### src/dbu_params.svh
// register offsets, field positions, codes and baud and framing constants of the port
`ifndef DBU_PARAMS_SVH
`define DBU_PARAMS_SVH

// register byte offsets
`define DBU_OFF_CTRL 8'h00
`define DBU_OFF_MODE 8'h04
`define DBU_OFF_IEN_SET 8'h08
`define DBU_OFF_IEN_CLR 8'h0C
`define DBU_OFF_IEN_VIEW 8'h10
`define DBU_OFF_STATUS 8'h14
`define DBU_OFF_RX_HOLD 8'h18
`define DBU_OFF_TX_HOLD 8'h1C
`define DBU_OFF_BAUD 8'h20

// control command bits
`define DBU_C_RX_RESET 2
`define DBU_C_TX_RESET 3
`define DBU_C_RX_ON 4
`define DBU_C_RX_OFF 5
`define DBU_C_TX_ON 6
`define DBU_C_TX_OFF 7
`define DBU_C_CLEAR_ERRORS 8

// mode fields
`define DBU_F_CHECK_LSB 9
`define DBU_F_CHAN_LSB 14
`define DBU_CHECK_EVEN 3'h0
`define DBU_CHECK_ODD 3'h1
`define DBU_CHECK_SPACE 3'h2
`define DBU_CHECK_MARK 3'h3
`define DBU_CHECK_NONE_BIT 2
`define DBU_CH_NORMAL 2'h0
`define DBU_CH_ECHO 2'h1
`define DBU_CH_LOCAL 2'h2
`define DBU_CH_REMOTE 2'h3

// shared status / enable layout
`define DBU_B_RX_CHAR_READY 0
`define DBU_B_TX_HOLDING_FREE 1
`define DBU_B_RX_TRANSFER_END 3
`define DBU_B_TX_TRANSFER_END 4
`define DBU_B_OVERRUN 5
`define DBU_B_FRAMING 6
`define DBU_B_CHECK_BIT_ERROR 7
`define DBU_B_TX_FULLY_IDLE 9
`define DBU_B_TX_BUFFER_DRAINED 11
`define DBU_B_RX_BUFFER_FILLED 12
`define DBU_B_DBG_WRITE 30
`define DBU_B_DBG_READ 31
`define DBU_IRQ_VALID 32'hC0001AFB

// baud generation and character framing
`define DBU_OVS_SHIFT 4'h4
`define DBU_LAST_DATA_BIT 3'h7
`define DBU_CD_OFF 16'h0000
`define DBU_CD_DIRECT 16'h0001
`define DBU_CNT_ONE 20'h00001

`endif

### src/dbu_pkg.sv
// types shared by the debug serial port
package dbu_pkg;

    // character framing phases, one-hot
    typedef enum logic [4:0] {
        DBU_IDLE = 5'b00001,
        DBU_START = 5'b00010,
        DBU_DATA = 5'b00100,
        DBU_PARITY = 5'b01000,
        DBU_STOP = 5'b10000
    } dbu_phase_t;

    // apb request from the master
    typedef struct packed {
        logic psel;
        logic penable;
        logic pwrite;
        logic [7:0] paddr;
        logic [31:0] pwdata;
    } dbu_apb_req_t;

    // apb answer to the master
    typedef struct packed {
        logic [31:0] prdata;
        logic pready;
        logic pslverr;
    } dbu_apb_rsp_t;

    // levels mirrored from block transfer and debug channels
    typedef struct packed {
        logic rx_transfer_end;
        logic tx_transfer_end;
        logic tx_buffer_drained;
        logic rx_buffer_filled;
        logic debug_chan_write_pending;
        logic debug_chan_read_pending;
    } dbu_side_t;

    // whole state of the port
    typedef struct packed {
        dbu_apb_rsp_t rsp;
        logic [2:0] check_bit_kind;
        logic [1:0] channel_mode;
        logic [15:0] baud_divisor;
        logic [31:0] imr;
        logic rx_en;
        logic tx_en;
        logic rx_ready;
        logic ovr;
        logic frm;
        logic par_err;
        logic [7:0] rhr;
        logic [7:0] thr;
        logic thr_full;
        dbu_phase_t tx_st;
        logic [19:0] tx_cnt;
        logic [2:0] tx_bit;
        logic [7:0] tx_sh;
        logic tx_par;
        logic tx_line;
        dbu_phase_t rx_st;
        logic [19:0] rx_cnt;
        logic [2:0] rx_bit;
        logic [7:0] rx_sh;
        logic rx_par;
        logic rx_s1;
        logic rx_s2;
        logic pin;
        logic irq;
    } dbu_state_t;

endpackage

### src/dbu_uart.sv
// debug serial port: apb registers, baud generator, transmitter, receiver
//
// Our own choices: the APB slave port and the register addresses.
`timescale 1ns/10ps
`include "dbu_params.svh"

module dbu_uart (
    // clock and reset
    input wire logic clock,
    input wire logic reset_n,
    // apb slave
    input dbu_pkg::dbu_apb_req_t apb_req,
    output dbu_pkg::dbu_apb_rsp_t apb_rsp,
    // mirrored channel levels
    input dbu_pkg::dbu_side_t side,
    // serial line
    input wire logic debug_rx_pin,
    output logic debug_tx_pin,
    // interrupt
    output logic irq
);
    import dbu_pkg::*;

    dbu_state_t st;
    dbu_state_t nxt;
    logic [31:0] sr;
    logic [31:0] rd_mux;
    logic rd_hit;
    logic bus_wr;
    logic bus_rd;
    logic tx_run;
    logic rx_run;
    logic tx_tick;
    logic rx_tick;
    logic rx_in;
    logic [19:0] period;

    // ************************************************************
    // helpers
    // ************************************************************

    // clocks per bit: master_clock itself at 1, else 16 per divisor step
    function automatic logic [19:0] bit_period(input logic [15:0] cd);
        if (cd == `DBU_CD_DIRECT)
            bit_period = `DBU_CNT_ONE;
        else
            bit_period = {cd, 4'h0} ;
    endfunction

    // check bit sent and expected for a data byte
    function automatic logic check_bit(input logic [2:0] kind,
                                       input logic [7:0] d);
        case (kind)
            `DBU_CHECK_EVEN: check_bit = ^d;
            `DBU_CHECK_ODD: check_bit = ~^d;
            `DBU_CHECK_SPACE: check_bit = 1'b0;
            `DBU_CHECK_MARK: check_bit = 1'b1;
            default: check_bit = 1'b0;
        endcase
    endfunction

    // ************************************************************
    // decode and status
    // ************************************************************

    // a transfer completes at the edge where pready is seen high
    assign bus_wr = apb_req.psel & apb_req.penable & st.rsp.pready &
                    apb_req.pwrite;
    assign bus_rd = apb_req.psel & apb_req.penable & st.rsp.pready &
                    ~apb_req.pwrite;
    // remote loopback keeps both ends out of the way
    assign tx_run = st.tx_en & (st.channel_mode != `DBU_CH_REMOTE);
    assign rx_run = st.rx_en & (st.channel_mode != `DBU_CH_REMOTE);
    assign period = bit_period(st.baud_divisor);
    // a zero divisor freezes both bit counters
    assign tx_tick = (st.tx_cnt == 20'h0) &
                     (st.baud_divisor != `DBU_CD_OFF);
    assign rx_tick = (st.rx_cnt == 20'h0) &
                     (st.baud_divisor != `DBU_CD_OFF);
    // local loopback hears only its own transmitter
    assign rx_in = (st.channel_mode == `DBU_CH_LOCAL) ? st.tx_line :
                   st.rx_s2;

    // status word, same layout as the enable registers
    always_comb
    begin
        sr = 32'h0;
        sr[`DBU_B_RX_CHAR_READY] = st.rx_ready;
        sr[`DBU_B_TX_HOLDING_FREE] = st.tx_en & ~st.thr_full;
        sr[`DBU_B_RX_TRANSFER_END] = side.rx_transfer_end;
        sr[`DBU_B_TX_TRANSFER_END] = side.tx_transfer_end;
        sr[`DBU_B_OVERRUN] = st.ovr;
        sr[`DBU_B_FRAMING] = st.frm;
        sr[`DBU_B_CHECK_BIT_ERROR] = st.par_err;
        sr[`DBU_B_TX_FULLY_IDLE] = st.tx_en & ~st.thr_full &
                                   (st.tx_st == DBU_IDLE);
        sr[`DBU_B_TX_BUFFER_DRAINED] = side.tx_buffer_drained;
        sr[`DBU_B_RX_BUFFER_FILLED] = side.rx_buffer_filled;
        sr[`DBU_B_DBG_WRITE] = side.debug_chan_write_pending;
        sr[`DBU_B_DBG_READ] = side.debug_chan_read_pending;
    end

    // read multiplexer; write-only registers read zero
    always_comb
    begin
        rd_mux = 32'h0;
        rd_hit = 1'b1;
        case (apb_req.paddr)
            `DBU_OFF_MODE:
            begin
                rd_mux[`DBU_F_CHECK_LSB +: 3] = st.check_bit_kind;
                rd_mux[`DBU_F_CHAN_LSB +: 2] = st.channel_mode;
            end
            `DBU_OFF_IEN_VIEW: rd_mux = st.imr;
            `DBU_OFF_STATUS: rd_mux = sr;
            `DBU_OFF_RX_HOLD: rd_mux[7:0] = st.rhr;
            `DBU_OFF_BAUD: rd_mux[15:0] = st.baud_divisor;
            `DBU_OFF_CTRL, `DBU_OFF_IEN_SET, `DBU_OFF_IEN_CLR,
            `DBU_OFF_TX_HOLD: rd_mux = 32'h0;
            default: rd_hit = 1'b0;
        endcase
    end

    // ************************************************************
    // next state
    // ************************************************************

    always_comb
    begin
        nxt = st;
        // apb answer one cycle into the access phase, with data
        nxt.rsp.pready = apb_req.psel & apb_req.penable & ~st.rsp.pready;
        nxt.rsp.prdata = nxt.rsp.pready ? rd_mux : 32'h0;
        nxt.rsp.pslverr = nxt.rsp.pready & ~rd_hit;

        // register writes; clears come before the events that set
        if (bus_wr)
        begin
            case (apb_req.paddr)
                `DBU_OFF_CTRL:
                begin
                    if (apb_req.pwdata[`DBU_C_RX_ON] &
                        ~apb_req.pwdata[`DBU_C_RX_OFF])
                        nxt.rx_en = 1'b1;
                    if (apb_req.pwdata[`DBU_C_RX_OFF])
                        nxt.rx_en = 1'b0;
                    if (apb_req.pwdata[`DBU_C_TX_ON] &
                        ~apb_req.pwdata[`DBU_C_TX_OFF])
                        nxt.tx_en = 1'b1;
                    if (apb_req.pwdata[`DBU_C_TX_OFF])
                        nxt.tx_en = 1'b0;
                    // resets abort the character in flight unless a bit tick steps its phase in that same cycle
                    if (apb_req.pwdata[`DBU_C_RX_RESET])
                    begin
                        nxt.rx_en = 1'b0;
                        nxt.rx_st = DBU_IDLE;
                    end
                    if (apb_req.pwdata[`DBU_C_TX_RESET])
                    begin
                        nxt.tx_en = 1'b0;
                        nxt.tx_st = DBU_IDLE;
                        nxt.thr_full = 1'b0;
                        nxt.tx_line = 1'b1;
                    end
                    if (apb_req.pwdata[`DBU_C_CLEAR_ERRORS])
                    begin
                        nxt.ovr = 1'b0;
                        nxt.frm = 1'b0;
                        nxt.par_err = 1'b0;
                    end
                end
                `DBU_OFF_MODE:
                begin
                    nxt.check_bit_kind =
                        apb_req.pwdata[`DBU_F_CHECK_LSB +: 3];
                    nxt.channel_mode =
                        apb_req.pwdata[`DBU_F_CHAN_LSB +: 2];
                end
                `DBU_OFF_IEN_SET: nxt.imr = st.imr |
                    (apb_req.pwdata & `DBU_IRQ_VALID);
                `DBU_OFF_IEN_CLR: nxt.imr = st.imr &
                    ~(apb_req.pwdata & `DBU_IRQ_VALID);
                `DBU_OFF_BAUD: nxt.baud_divisor = apb_req.pwdata[15:0];
                default: nxt.imr = st.imr;
            endcase
        end
        // reading the holding register or disabling drops the flag
        if ((bus_rd && apb_req.paddr == `DBU_OFF_RX_HOLD) || !st.rx_en)
            nxt.rx_ready = 1'b0;

        // transmitter: one bit counter doubles as the baud divider
        if (st.tx_st != DBU_IDLE && st.baud_divisor != `DBU_CD_OFF)
            nxt.tx_cnt = tx_tick ? period - `DBU_CNT_ONE :
                         st.tx_cnt - `DBU_CNT_ONE;
        case (st.tx_st)
            DBU_IDLE:
            begin
                // the waiting byte moves to the shifter when free
                if (tx_run && st.thr_full)
                begin
                    nxt.tx_sh = st.thr;
                    nxt.thr_full = 1'b0;
                    nxt.tx_par = check_bit(st.check_bit_kind, st.thr);
                    nxt.tx_line = 1'b0;
                    nxt.tx_cnt = period - `DBU_CNT_ONE;
                    nxt.tx_st = DBU_START;
                end
            end
            DBU_START:
                if (tx_tick)
                begin
                    nxt.tx_line = st.tx_sh[0];
                    nxt.tx_sh = {1'b0, st.tx_sh[7:1]};
                    nxt.tx_bit = 3'h0;
                    nxt.tx_st = DBU_DATA;
                end
            DBU_DATA:
                if (tx_tick)
                begin
                    if (st.tx_bit == `DBU_LAST_DATA_BIT)
                    begin
                        // top bit of the kind drops the check bit
                        if (st.check_bit_kind[`DBU_CHECK_NONE_BIT])
                        begin
                            nxt.tx_line = 1'b1;
                            nxt.tx_st = DBU_STOP;
                        end
                        else
                        begin
                            nxt.tx_line = st.tx_par;
                            nxt.tx_st = DBU_PARITY;
                        end
                    end
                    else
                    begin
                        nxt.tx_line = st.tx_sh[0];
                        nxt.tx_sh = {1'b0, st.tx_sh[7:1]};
                        nxt.tx_bit = st.tx_bit + 3'h1;
                    end
                end
            DBU_PARITY:
                if (tx_tick)
                begin
                    nxt.tx_line = 1'b1;
                    nxt.tx_st = DBU_STOP;
                end
            DBU_STOP:
                if (tx_tick)
                    nxt.tx_st = DBU_IDLE;
            default: nxt.tx_st = DBU_IDLE;
        endcase

        // receiver: sample each bit in its middle
        if (st.rx_st != DBU_IDLE && st.baud_divisor != `DBU_CD_OFF)
            nxt.rx_cnt = rx_tick ? period - `DBU_CNT_ONE :
                         st.rx_cnt - `DBU_CNT_ONE;
        case (st.rx_st)
            DBU_IDLE:
                if (rx_run && !rx_in &&
                    st.baud_divisor != `DBU_CD_OFF)
                begin
                    // at one clock a bit the start level is already mid-bit
                    nxt.rx_cnt = {1'b0, period[19:1]};
                    nxt.rx_bit = 3'h0;
                    nxt.rx_st = (period == `DBU_CNT_ONE) ? DBU_DATA :
                                DBU_START;
                end
            DBU_START:
                if (rx_tick)
                begin
                    // a start bit gone high by mid-bit was a glitch
                    nxt.rx_bit = 3'h0;
                    nxt.rx_st = rx_in ? DBU_IDLE : DBU_DATA;
                end
            DBU_DATA:
                if (rx_tick)
                begin
                    nxt.rx_sh = {rx_in, st.rx_sh[7:1]};
                    nxt.rx_bit = st.rx_bit + 3'h1;
                    if (st.rx_bit == `DBU_LAST_DATA_BIT)
                        nxt.rx_st =
                            st.check_bit_kind[`DBU_CHECK_NONE_BIT] ?
                            DBU_STOP : DBU_PARITY;
                end
            DBU_PARITY:
                if (rx_tick)
                begin
                    nxt.rx_par = rx_in;
                    nxt.rx_st = DBU_STOP;
                end
            DBU_STOP:
                if (rx_tick)
                begin
                    // the set of every flag wins over its clear
                    nxt.rx_st = DBU_IDLE;
                    nxt.rhr = st.rx_sh;
                    nxt.rx_ready = 1'b1;
                    if (st.rx_ready)
                        nxt.ovr = 1'b1;
                    if (!rx_in)
                        nxt.frm = 1'b1;
                    if (!st.check_bit_kind[`DBU_CHECK_NONE_BIT] &&
                        st.rx_par !=
                        check_bit(st.check_bit_kind, st.rx_sh))
                        nxt.par_err = 1'b1;
                end
            default: nxt.rx_st = DBU_IDLE;
        endcase

        // a new byte replaces one still waiting; after the shifter load
        if (bus_wr && apb_req.paddr == `DBU_OFF_TX_HOLD)
        begin
            nxt.thr = apb_req.pwdata[7:0];
            nxt.thr_full = 1'b1;
        end

        // pin synchroniser; first stage feeds only the second
        nxt.rx_s1 = debug_rx_pin;
        nxt.rx_s2 = st.rx_s1;
        // line driver per channel mode
        case (st.channel_mode)
            `DBU_CH_NORMAL: nxt.pin = st.tx_line;
            `DBU_CH_ECHO: nxt.pin = st.rx_s2;
            `DBU_CH_LOCAL: nxt.pin = 1'b1;
            `DBU_CH_REMOTE: nxt.pin = st.rx_s2;
            default: nxt.pin = 1'b1;
        endcase
        nxt.irq = |(sr & st.imr);
    end

    // ************************************************************
    // state register
    // ************************************************************

    always_ff @(posedge clock)
    begin
        if (!reset_n)
        begin
            st <= '0;
            st.tx_st <= DBU_IDLE;
            st.rx_st <= DBU_IDLE;
            st.tx_line <= 1'b1;
            st.rx_s1 <= 1'b1;
            st.rx_s2 <= 1'b1;
            st.pin <= 1'b1;
        end
        else
            st <= nxt;
    end

    assign apb_rsp = st.rsp;
    assign debug_tx_pin = st.pin;
    assign irq = st.irq;

    // ************************************************************
    // checks
    // ************************************************************

    a_ien_set_bits: assert property (
        @(posedge clock) disable iff (!reset_n)
        bus_wr && apb_req.paddr == `DBU_OFF_IEN_SET |=>
        (st.imr & $past(apb_req.pwdata) & `DBU_IRQ_VALID) ==
        ($past(apb_req.pwdata) & `DBU_IRQ_VALID))
        else $error("enable set did not take");

    a_ien_clr_bits: assert property (
        @(posedge clock) disable iff (!reset_n)
        bus_wr && apb_req.paddr == `DBU_OFF_IEN_CLR |=>
        (st.imr & $past(apb_req.pwdata)) == 32'h0)
        else $error("enable clear did not take");

    a_mask_view_read: assert property (
        @(posedge clock) disable iff (!reset_n)
        bus_rd && apb_req.paddr == `DBU_OFF_IEN_VIEW |->
        apb_rsp.prdata == st.imr)
        else $error("mask view mismatch");

    a_error_flag_sticky: assert property (
        @(posedge clock) disable iff (!reset_n)
        st.ovr && !(bus_wr && apb_req.paddr == `DBU_OFF_CTRL) |=> st.ovr)
        else $error("overrun flag dropped");

    a_clear_errors_cmd: assert property (
        @(posedge clock) disable iff (!reset_n)
        bus_wr && apb_req.paddr == `DBU_OFF_CTRL &&
        apb_req.pwdata[`DBU_C_CLEAR_ERRORS] && st.rx_st != DBU_STOP |=>
        !st.ovr && !st.frm && !st.par_err)
        else $error("error flags not cleared");

    a_tx_off_status: assert property (
        @(posedge clock) disable iff (!reset_n)
        !st.tx_en |-> !sr[`DBU_B_TX_HOLDING_FREE] &&
        !sr[`DBU_B_TX_FULLY_IDLE])
        else $error("tx status while disabled");

    a_local_line_high: assert property (
        @(posedge clock) disable iff (!reset_n)
        st.channel_mode == `DBU_CH_LOCAL ##1
        st.channel_mode == `DBU_CH_LOCAL |-> debug_tx_pin)
        else $error("line not idle in local loop");

    a_remote_follows: assert property (
        @(posedge clock) disable iff (!reset_n)
        st.channel_mode == `DBU_CH_REMOTE |=>
        debug_tx_pin == $past(st.rx_s2))
        else $error("remote loop not followed");

    a_irq_from_mask: assert property (
        @(posedge clock) disable iff (!reset_n)
        (st.rx_ready && st.imr[`DBU_B_RX_CHAR_READY]) ||
        (st.ovr && st.imr[`DBU_B_OVERRUN]) ||
        (side.debug_chan_write_pending && st.imr[`DBU_B_DBG_WRITE])
        |=> irq)
        else $error("interrupt output wrong");

    a_irq_all_masked: assert property (
        @(posedge clock) disable iff (!reset_n)
        st.imr == 32'h0 |=> !irq)
        else $error("interrupt while all masked");

endmodule

### config.mk
export PLATFORM = sky130hd
export DESIGN_NAME = dbu_uart
export DESIGN_NICKNAME = d
export VERILOG_FILES = /design/src/dbu_pkg.sv /design/src/dbu_uart.sv
export VERILOG_INCLUDE_DIRS = /design/src
export SDC_FILE = /design/constraint.sdc
export NUM_CORES = 1
export LEC_CHECK = 0
export BUFFER_PORTS_ARGS = -buffer_cell sky130_fd_sc_hd__buf_2
export CAP_MARGIN = 15
export CORE_MARGIN = 2
export CORE_UTILIZATION = 50
export DETAILED_ROUTE_END_ITERATION = 10
export PLACE_DENSITY = 0.69
export SYNTH_ARGS = -nofsm -noshare
export SYNTH_HDL_FRONTEND = slang
export SYNTH_SLANG_ARGS = --single-unit
### constraint.sdc
create_clock -name clock -period 9.15 [get_ports clock]
set_clock_uncertainty 0.15 [all_clocks]
set_input_delay 0.915 -clock clock [delete_from_list [all_inputs] [get_ports clock]]
set_output_delay 0.915 -clock clock [all_outputs]
set_load 0.05 [all_outputs]
## Word level (Yosys, flattened, before mapping)

Cells that the tools add are included.

| storage, ports and cells | value |
|---|---|
| logic and storage cells | 219 |
| flip-flop bits (word level) | 189 |
| bits of input ports | 52 |
| output and inout bits | 36 |

| operators by class | value |
|---|---|
| muxes and demuxes | 77 |
| equality and inequality tests | 38 |
| add/sub/neg operators | 5 |
| reduce and logical (&&, ||, !) cells | 44 |
| bitwise logic cells | 24 |

Operator list:

| operator | number |
|---|---|
| $mux W20 | 7 |
| $and A32 B32 Y32 | 2 |
| $pmux W32 S2 | 1 |
| $mux W5 | 12 |
| $sub A20 B1 Y20 const B | 3 |
| $pmux W5 S5 | 2 |
| $mux W11 | 4 |
| $logic_not A20 Y1 | 2 |
| $eq A8 B5 Y1 const B | 4 |
| $not A32 Y32 | 1 |
| $or A32 B32 Y32 | 1 |
| $pmux W16 S2 | 1 |
| $pmux W8 S4 | 1 |
| $reduce_or A32 Y1 | 1 |
| $mux W6 | 5 |
| $mux W28 | 1 |
| $mux W26 | 1 |
| $mux W12 | 2 |
| $pmux W8 S3 | 1 |
| $mux W1 | 22 |
| $eq A20 B1 Y1 const B | 1 |
| $mux W3 | 6 |
| $eq A16 B1 Y1 const B | 1 |
| $eq A8 B4 Y1 const B | 2 |
| 44 further kinds | 104 |

## Longest topological paths before layout

| logic depth | value |
|---|---|
| word-level depth | 9 |
| depth in mapped cells | 11 |
| depth with buffers taken out | 8 |

## Least setup slack after synthesis

OpenSTA, ideal clock, no wires.

| timing | value |
|---|---|
| kind | in2reg |
| from | input apb_req[33] (netlist name) |
| to | register st[147] (netlist name) |
| setup time | 0.128 ns |
| setup slack | 5.986 ns |
| path buffers | 2 |
| stages on the path | 6 |
| data required time | 8.872 ns |
| data arrival time | 2.887 ns |
| cells stage by stage | or4_1 clkbuf_1 nor4_2 buf_2 mux2i_1 nor2_1 |

| between the ends | value |
|---|---|
| word-level cells in the longest chain between the ends | 2 |

Ends and longest elaborated chain:

| element | RTL line | RTL |
|---|---|---|
| start: declaration | dbu_uart.sv:12 | `input dbu_pkg::dbu_apb_req_t apb_req,` |
| $eq A8 B6 Y1 | dbu_uart.sv:139 | `case (apb_req.paddr)` |
| $reduce_and A2 Y1 (no source line) | - |  |
| end signal: assignment | dbu_uart.sv:348 | `st <= nxt;` |
| end: declaration | dbu_uart.sv:24 | `dbu_state_t st;` |

No other way between the ends.
A chain may end at the register's enable or synchronous reset.

## Worst setup path in the final report

| timing | value |
|---|---|
| from | register st[134] (netlist name) |
| to | register st, in the netlist sr[5] |

| between the ends | value |
|---|---|
| word-level cells in the longest chain between the ends | 4 |

Ends and longest elaborated chain:

| element | RTL line | RTL |
|---|---|---|
| $reduce_bool A16 Y1 (no source line) | - |  |
| $and A1 B1 Y1 | dbu_uart.sv:78 | `assign rx_tick = (st.rx_cnt == 20'h0) &` |
| $mux W12 | dbu_uart.sv:292 | `if (rx_tick)` |
| $mux W12 | dbu_uart.sv:257 | `case (st.rx_st)` |

No other way between the ends.

==> results_dict.tcl <==
set metrics [dict create \
    diodes 0 \
    htree_num_levels 4 \
    gr-usage-all-layers 0.268 \
    syn2layout_area_growth_pct 9.50 \
    grt.overflow.total 0 \
    worst_pin_slew_ns 1.17 \
    seq_area_frac_synth 0.370 \
    wire_per_inst_um 18.5 \
    sw_frac_of_total 0.243 \
    numCtsBuffers 17 \
    async_flop_share 0 \
    final_nets 1110 \
    start_util 0.510 \
    cts_setup_buffers 0 \
    hold-worst-slack_ns 0.264 \
    via_per_inst 6.20 \
    power.internal_mw 1.13 \
    die_area_um2 17800 \
    cts.repair.resized 0 \
    synth_cell_types 75 \
    stdcell_count 1283 \
    routabilityCongestion 0.903 \
    final_common_cell "dfxtp_1" \
    hold_violations 0 \
    finalSetupViolCount 0 \
    cp.required_ns 9.38 \
    vias 7950 \
    synth_edf_count 0 \
    synth_ff_type "dfxtp_1" \
    syn_inst 1052 \
    clkPwrFrac 0.511 \
    die_x_um 134 \
    first_iter_violations 959 \
    period_needed_ns 3.93 \
    placeableCoreArea_um2 16500 \
    end_kind "register" \
    drive_above_1_share 0.114 \
    combPwrFrac 0.035 \
    yosysWarnings 0 \
    die_h_um 134 \
    cts_sinks 155 \
    netSwitchingPower_mw 0.362 \
    leakagePower_nw 3.40 \
    ioPinCount 88 \
    dp_hpwl_um 16700 \
    dp.cells 1250 \
    wirelength_um 23800 \
    final.period_utilization 0.429 \
    antenna_found_initial 0 \
    setup_tns_ns 0 \
    syn_area_um2 8390 \
    slew_headroom 0.213 \
    first_pass_iters 6 \
    postSynthAreaPerCell_um2 7.98 \
    cts.path.max_buffers 2 \
    cts.clk_slew.worst_paths_ns 0.07 \
    fmax_mhz 255 \
    path_class "register to register" \
    place_area_um2 8560 \
    slew_violations 0 \
    peakVddDrop_mv 0.144 \
    cts_tree "built" \
    synth_seq_cells 155 \
    cts_hold_buf 0 \
    grt_pass1_vias 7301 \
    pwr-share-seq 0.454 \
    grt_pass1_wl_um 38200 \
    grt_start_max_net_pins 56 \
    arrival_ns 4.15 \
    total_power_mw 1.49 \
    hold_path_class "register to register" \
    cp_max_fo 17 \
    status "finished clean" \
    rsz0062_at_grt "false" \
    postRouteAntennaNets 0 \
    worstSkewPairLatency_ns 0.44 \
    design_area_um2 9190 \
    max_cap_violations 0 \
    rows 47 \
    io_buffers 59 \
    cts_root_buffer "clkbuf_16" \
    layout_common_cells "155 x dfxtp_1, 112 x nand2_1, 102 x nor2_1" \
    p_per_area_nw_per_um2 162 \
    start_kind "register" \
    drcViolationCount 0 \
]
-- final timing paths --
kind                            startpoint    end  slack [ns]  depth (start not counted)
worst max-delay path               st[134]  sr[5]        5.22                          8
worst min-delay path                nxt[2]  st[2]        0.26                          1
worst max register to register     st[134]  sr[5]        5.22                          8
worst min register to register      nxt[2]  st[2]        0.26                          1
-- power by group through the flow --
stage          Combinational (mW)  Sequential (mW)  Clock (mW)
2_1_floorplan              0.0362            0.691           0
3_3_place_gp               0.0514            0.691           0
3_5_place_dp               0.0512            0.691           0
4_1_cts                    0.0513            0.676       0.765
5_1_grt                    0.0552            0.675       0.795
6_report                   0.0521            0.676       0.761
-- synth_stat cells, types with 4 or more instances --
cell type  instances  area share
dfxtp_1          155        0.37
nand2_1          112       0.050
nor2_1           102       0.046
a21oi_1          101       0.060
clkbuf_1          61       0.027
o21ai_0           47       0.028
nor3_1            42       0.025
buf_4             35       0.031
nand3_1           35       0.021
mux2i_1           29       0.035
nor4_1            27       0.020
xnor2_1           23       0.024
xor2_1            16       0.017
and3_1            15       0.011
nand2b_1          15       0.011
a211oi_1          14       0.013
inv_1             13      0.0058
a22oi_1           12       0.011
a311oi_1          12       0.013
or3_1             12      0.0089
or4_1             12       0.011
a221oi_1          11       0.011
o31ai_1           10      0.0089
o21a_1             9      0.0081
ha_1               8       0.012
o221ai_1           8      0.0083
a222oi_1           7      0.0083
nand4_1            7      0.0052
and2_1             6      0.0045
o211ai_1           6      0.0054
or2_2              6      0.0045
a31oi_1            5      0.0037
nand3b_1           5      0.0045
nor2b_1            4      0.0030
nor3b_1            4      0.0036
o2111a_1           4      0.0054
o31a_1             4      0.0042
-- routing by layer --
metal | up-vias | GRT usage | wire length [um]
met5 | - | 0 | 0
met4 | 0 | 0.0709 | 339
met3 | 40 | 0.0643 | 1940
met2 | 348 | 0.413 | 10800
met1 | 3756 | 0.378 | 10700
li1 | 3806 | - | -
-- final cells by class --
class	count	area [um2]
clock buffer	17	425
timing repair buffer	67	353
sequential	155	3100
tap	220	275
multi-input combinational	795	4780
clock inverter	15	196
inverter	14	52.6
fill	1570	7280
-- sequential cells by signal, indices dropped and copies added, names as in the netlist, named ones only --
signal	flops
sr	4
st	116
nxt	1
debug_tx_pin	1
irq	1
apb_rsp	20
-- critical path: stages (launching register included) --
cell	delay (ns)
dfxtp_1	0.74
inv_1	0.10
ha_1	0.24
nor3b_1	0.17
nand4_1	0.58
nand3_1	0.74
nor2_1	0.81
a22oi_1	0.20
nor2_1	0.12
-- cell families after synthesis --
kind of cell	after synthesis	synth area share
AOI/OAI and AO/OA	283	0.222
xor gates and xnor gates	39	0.0407
adders and majority gates	8	0.0119
buffers and inverters	115	0.0693
DFF	155	0.370
muxes	30	0.0359
other	1	0.000447
and+or+nand+nor	421	0.249
-- per-stage QoR --
stage               setup WS, ns   util
finish                      5.22  0.558
global route                4.97  0.558
CTS                         5.34  0.558
detailed placement          5.35  0.520
global placement            5.36  0.520
floorplan                   5.99      -
(Power assumes the default switching activity.)
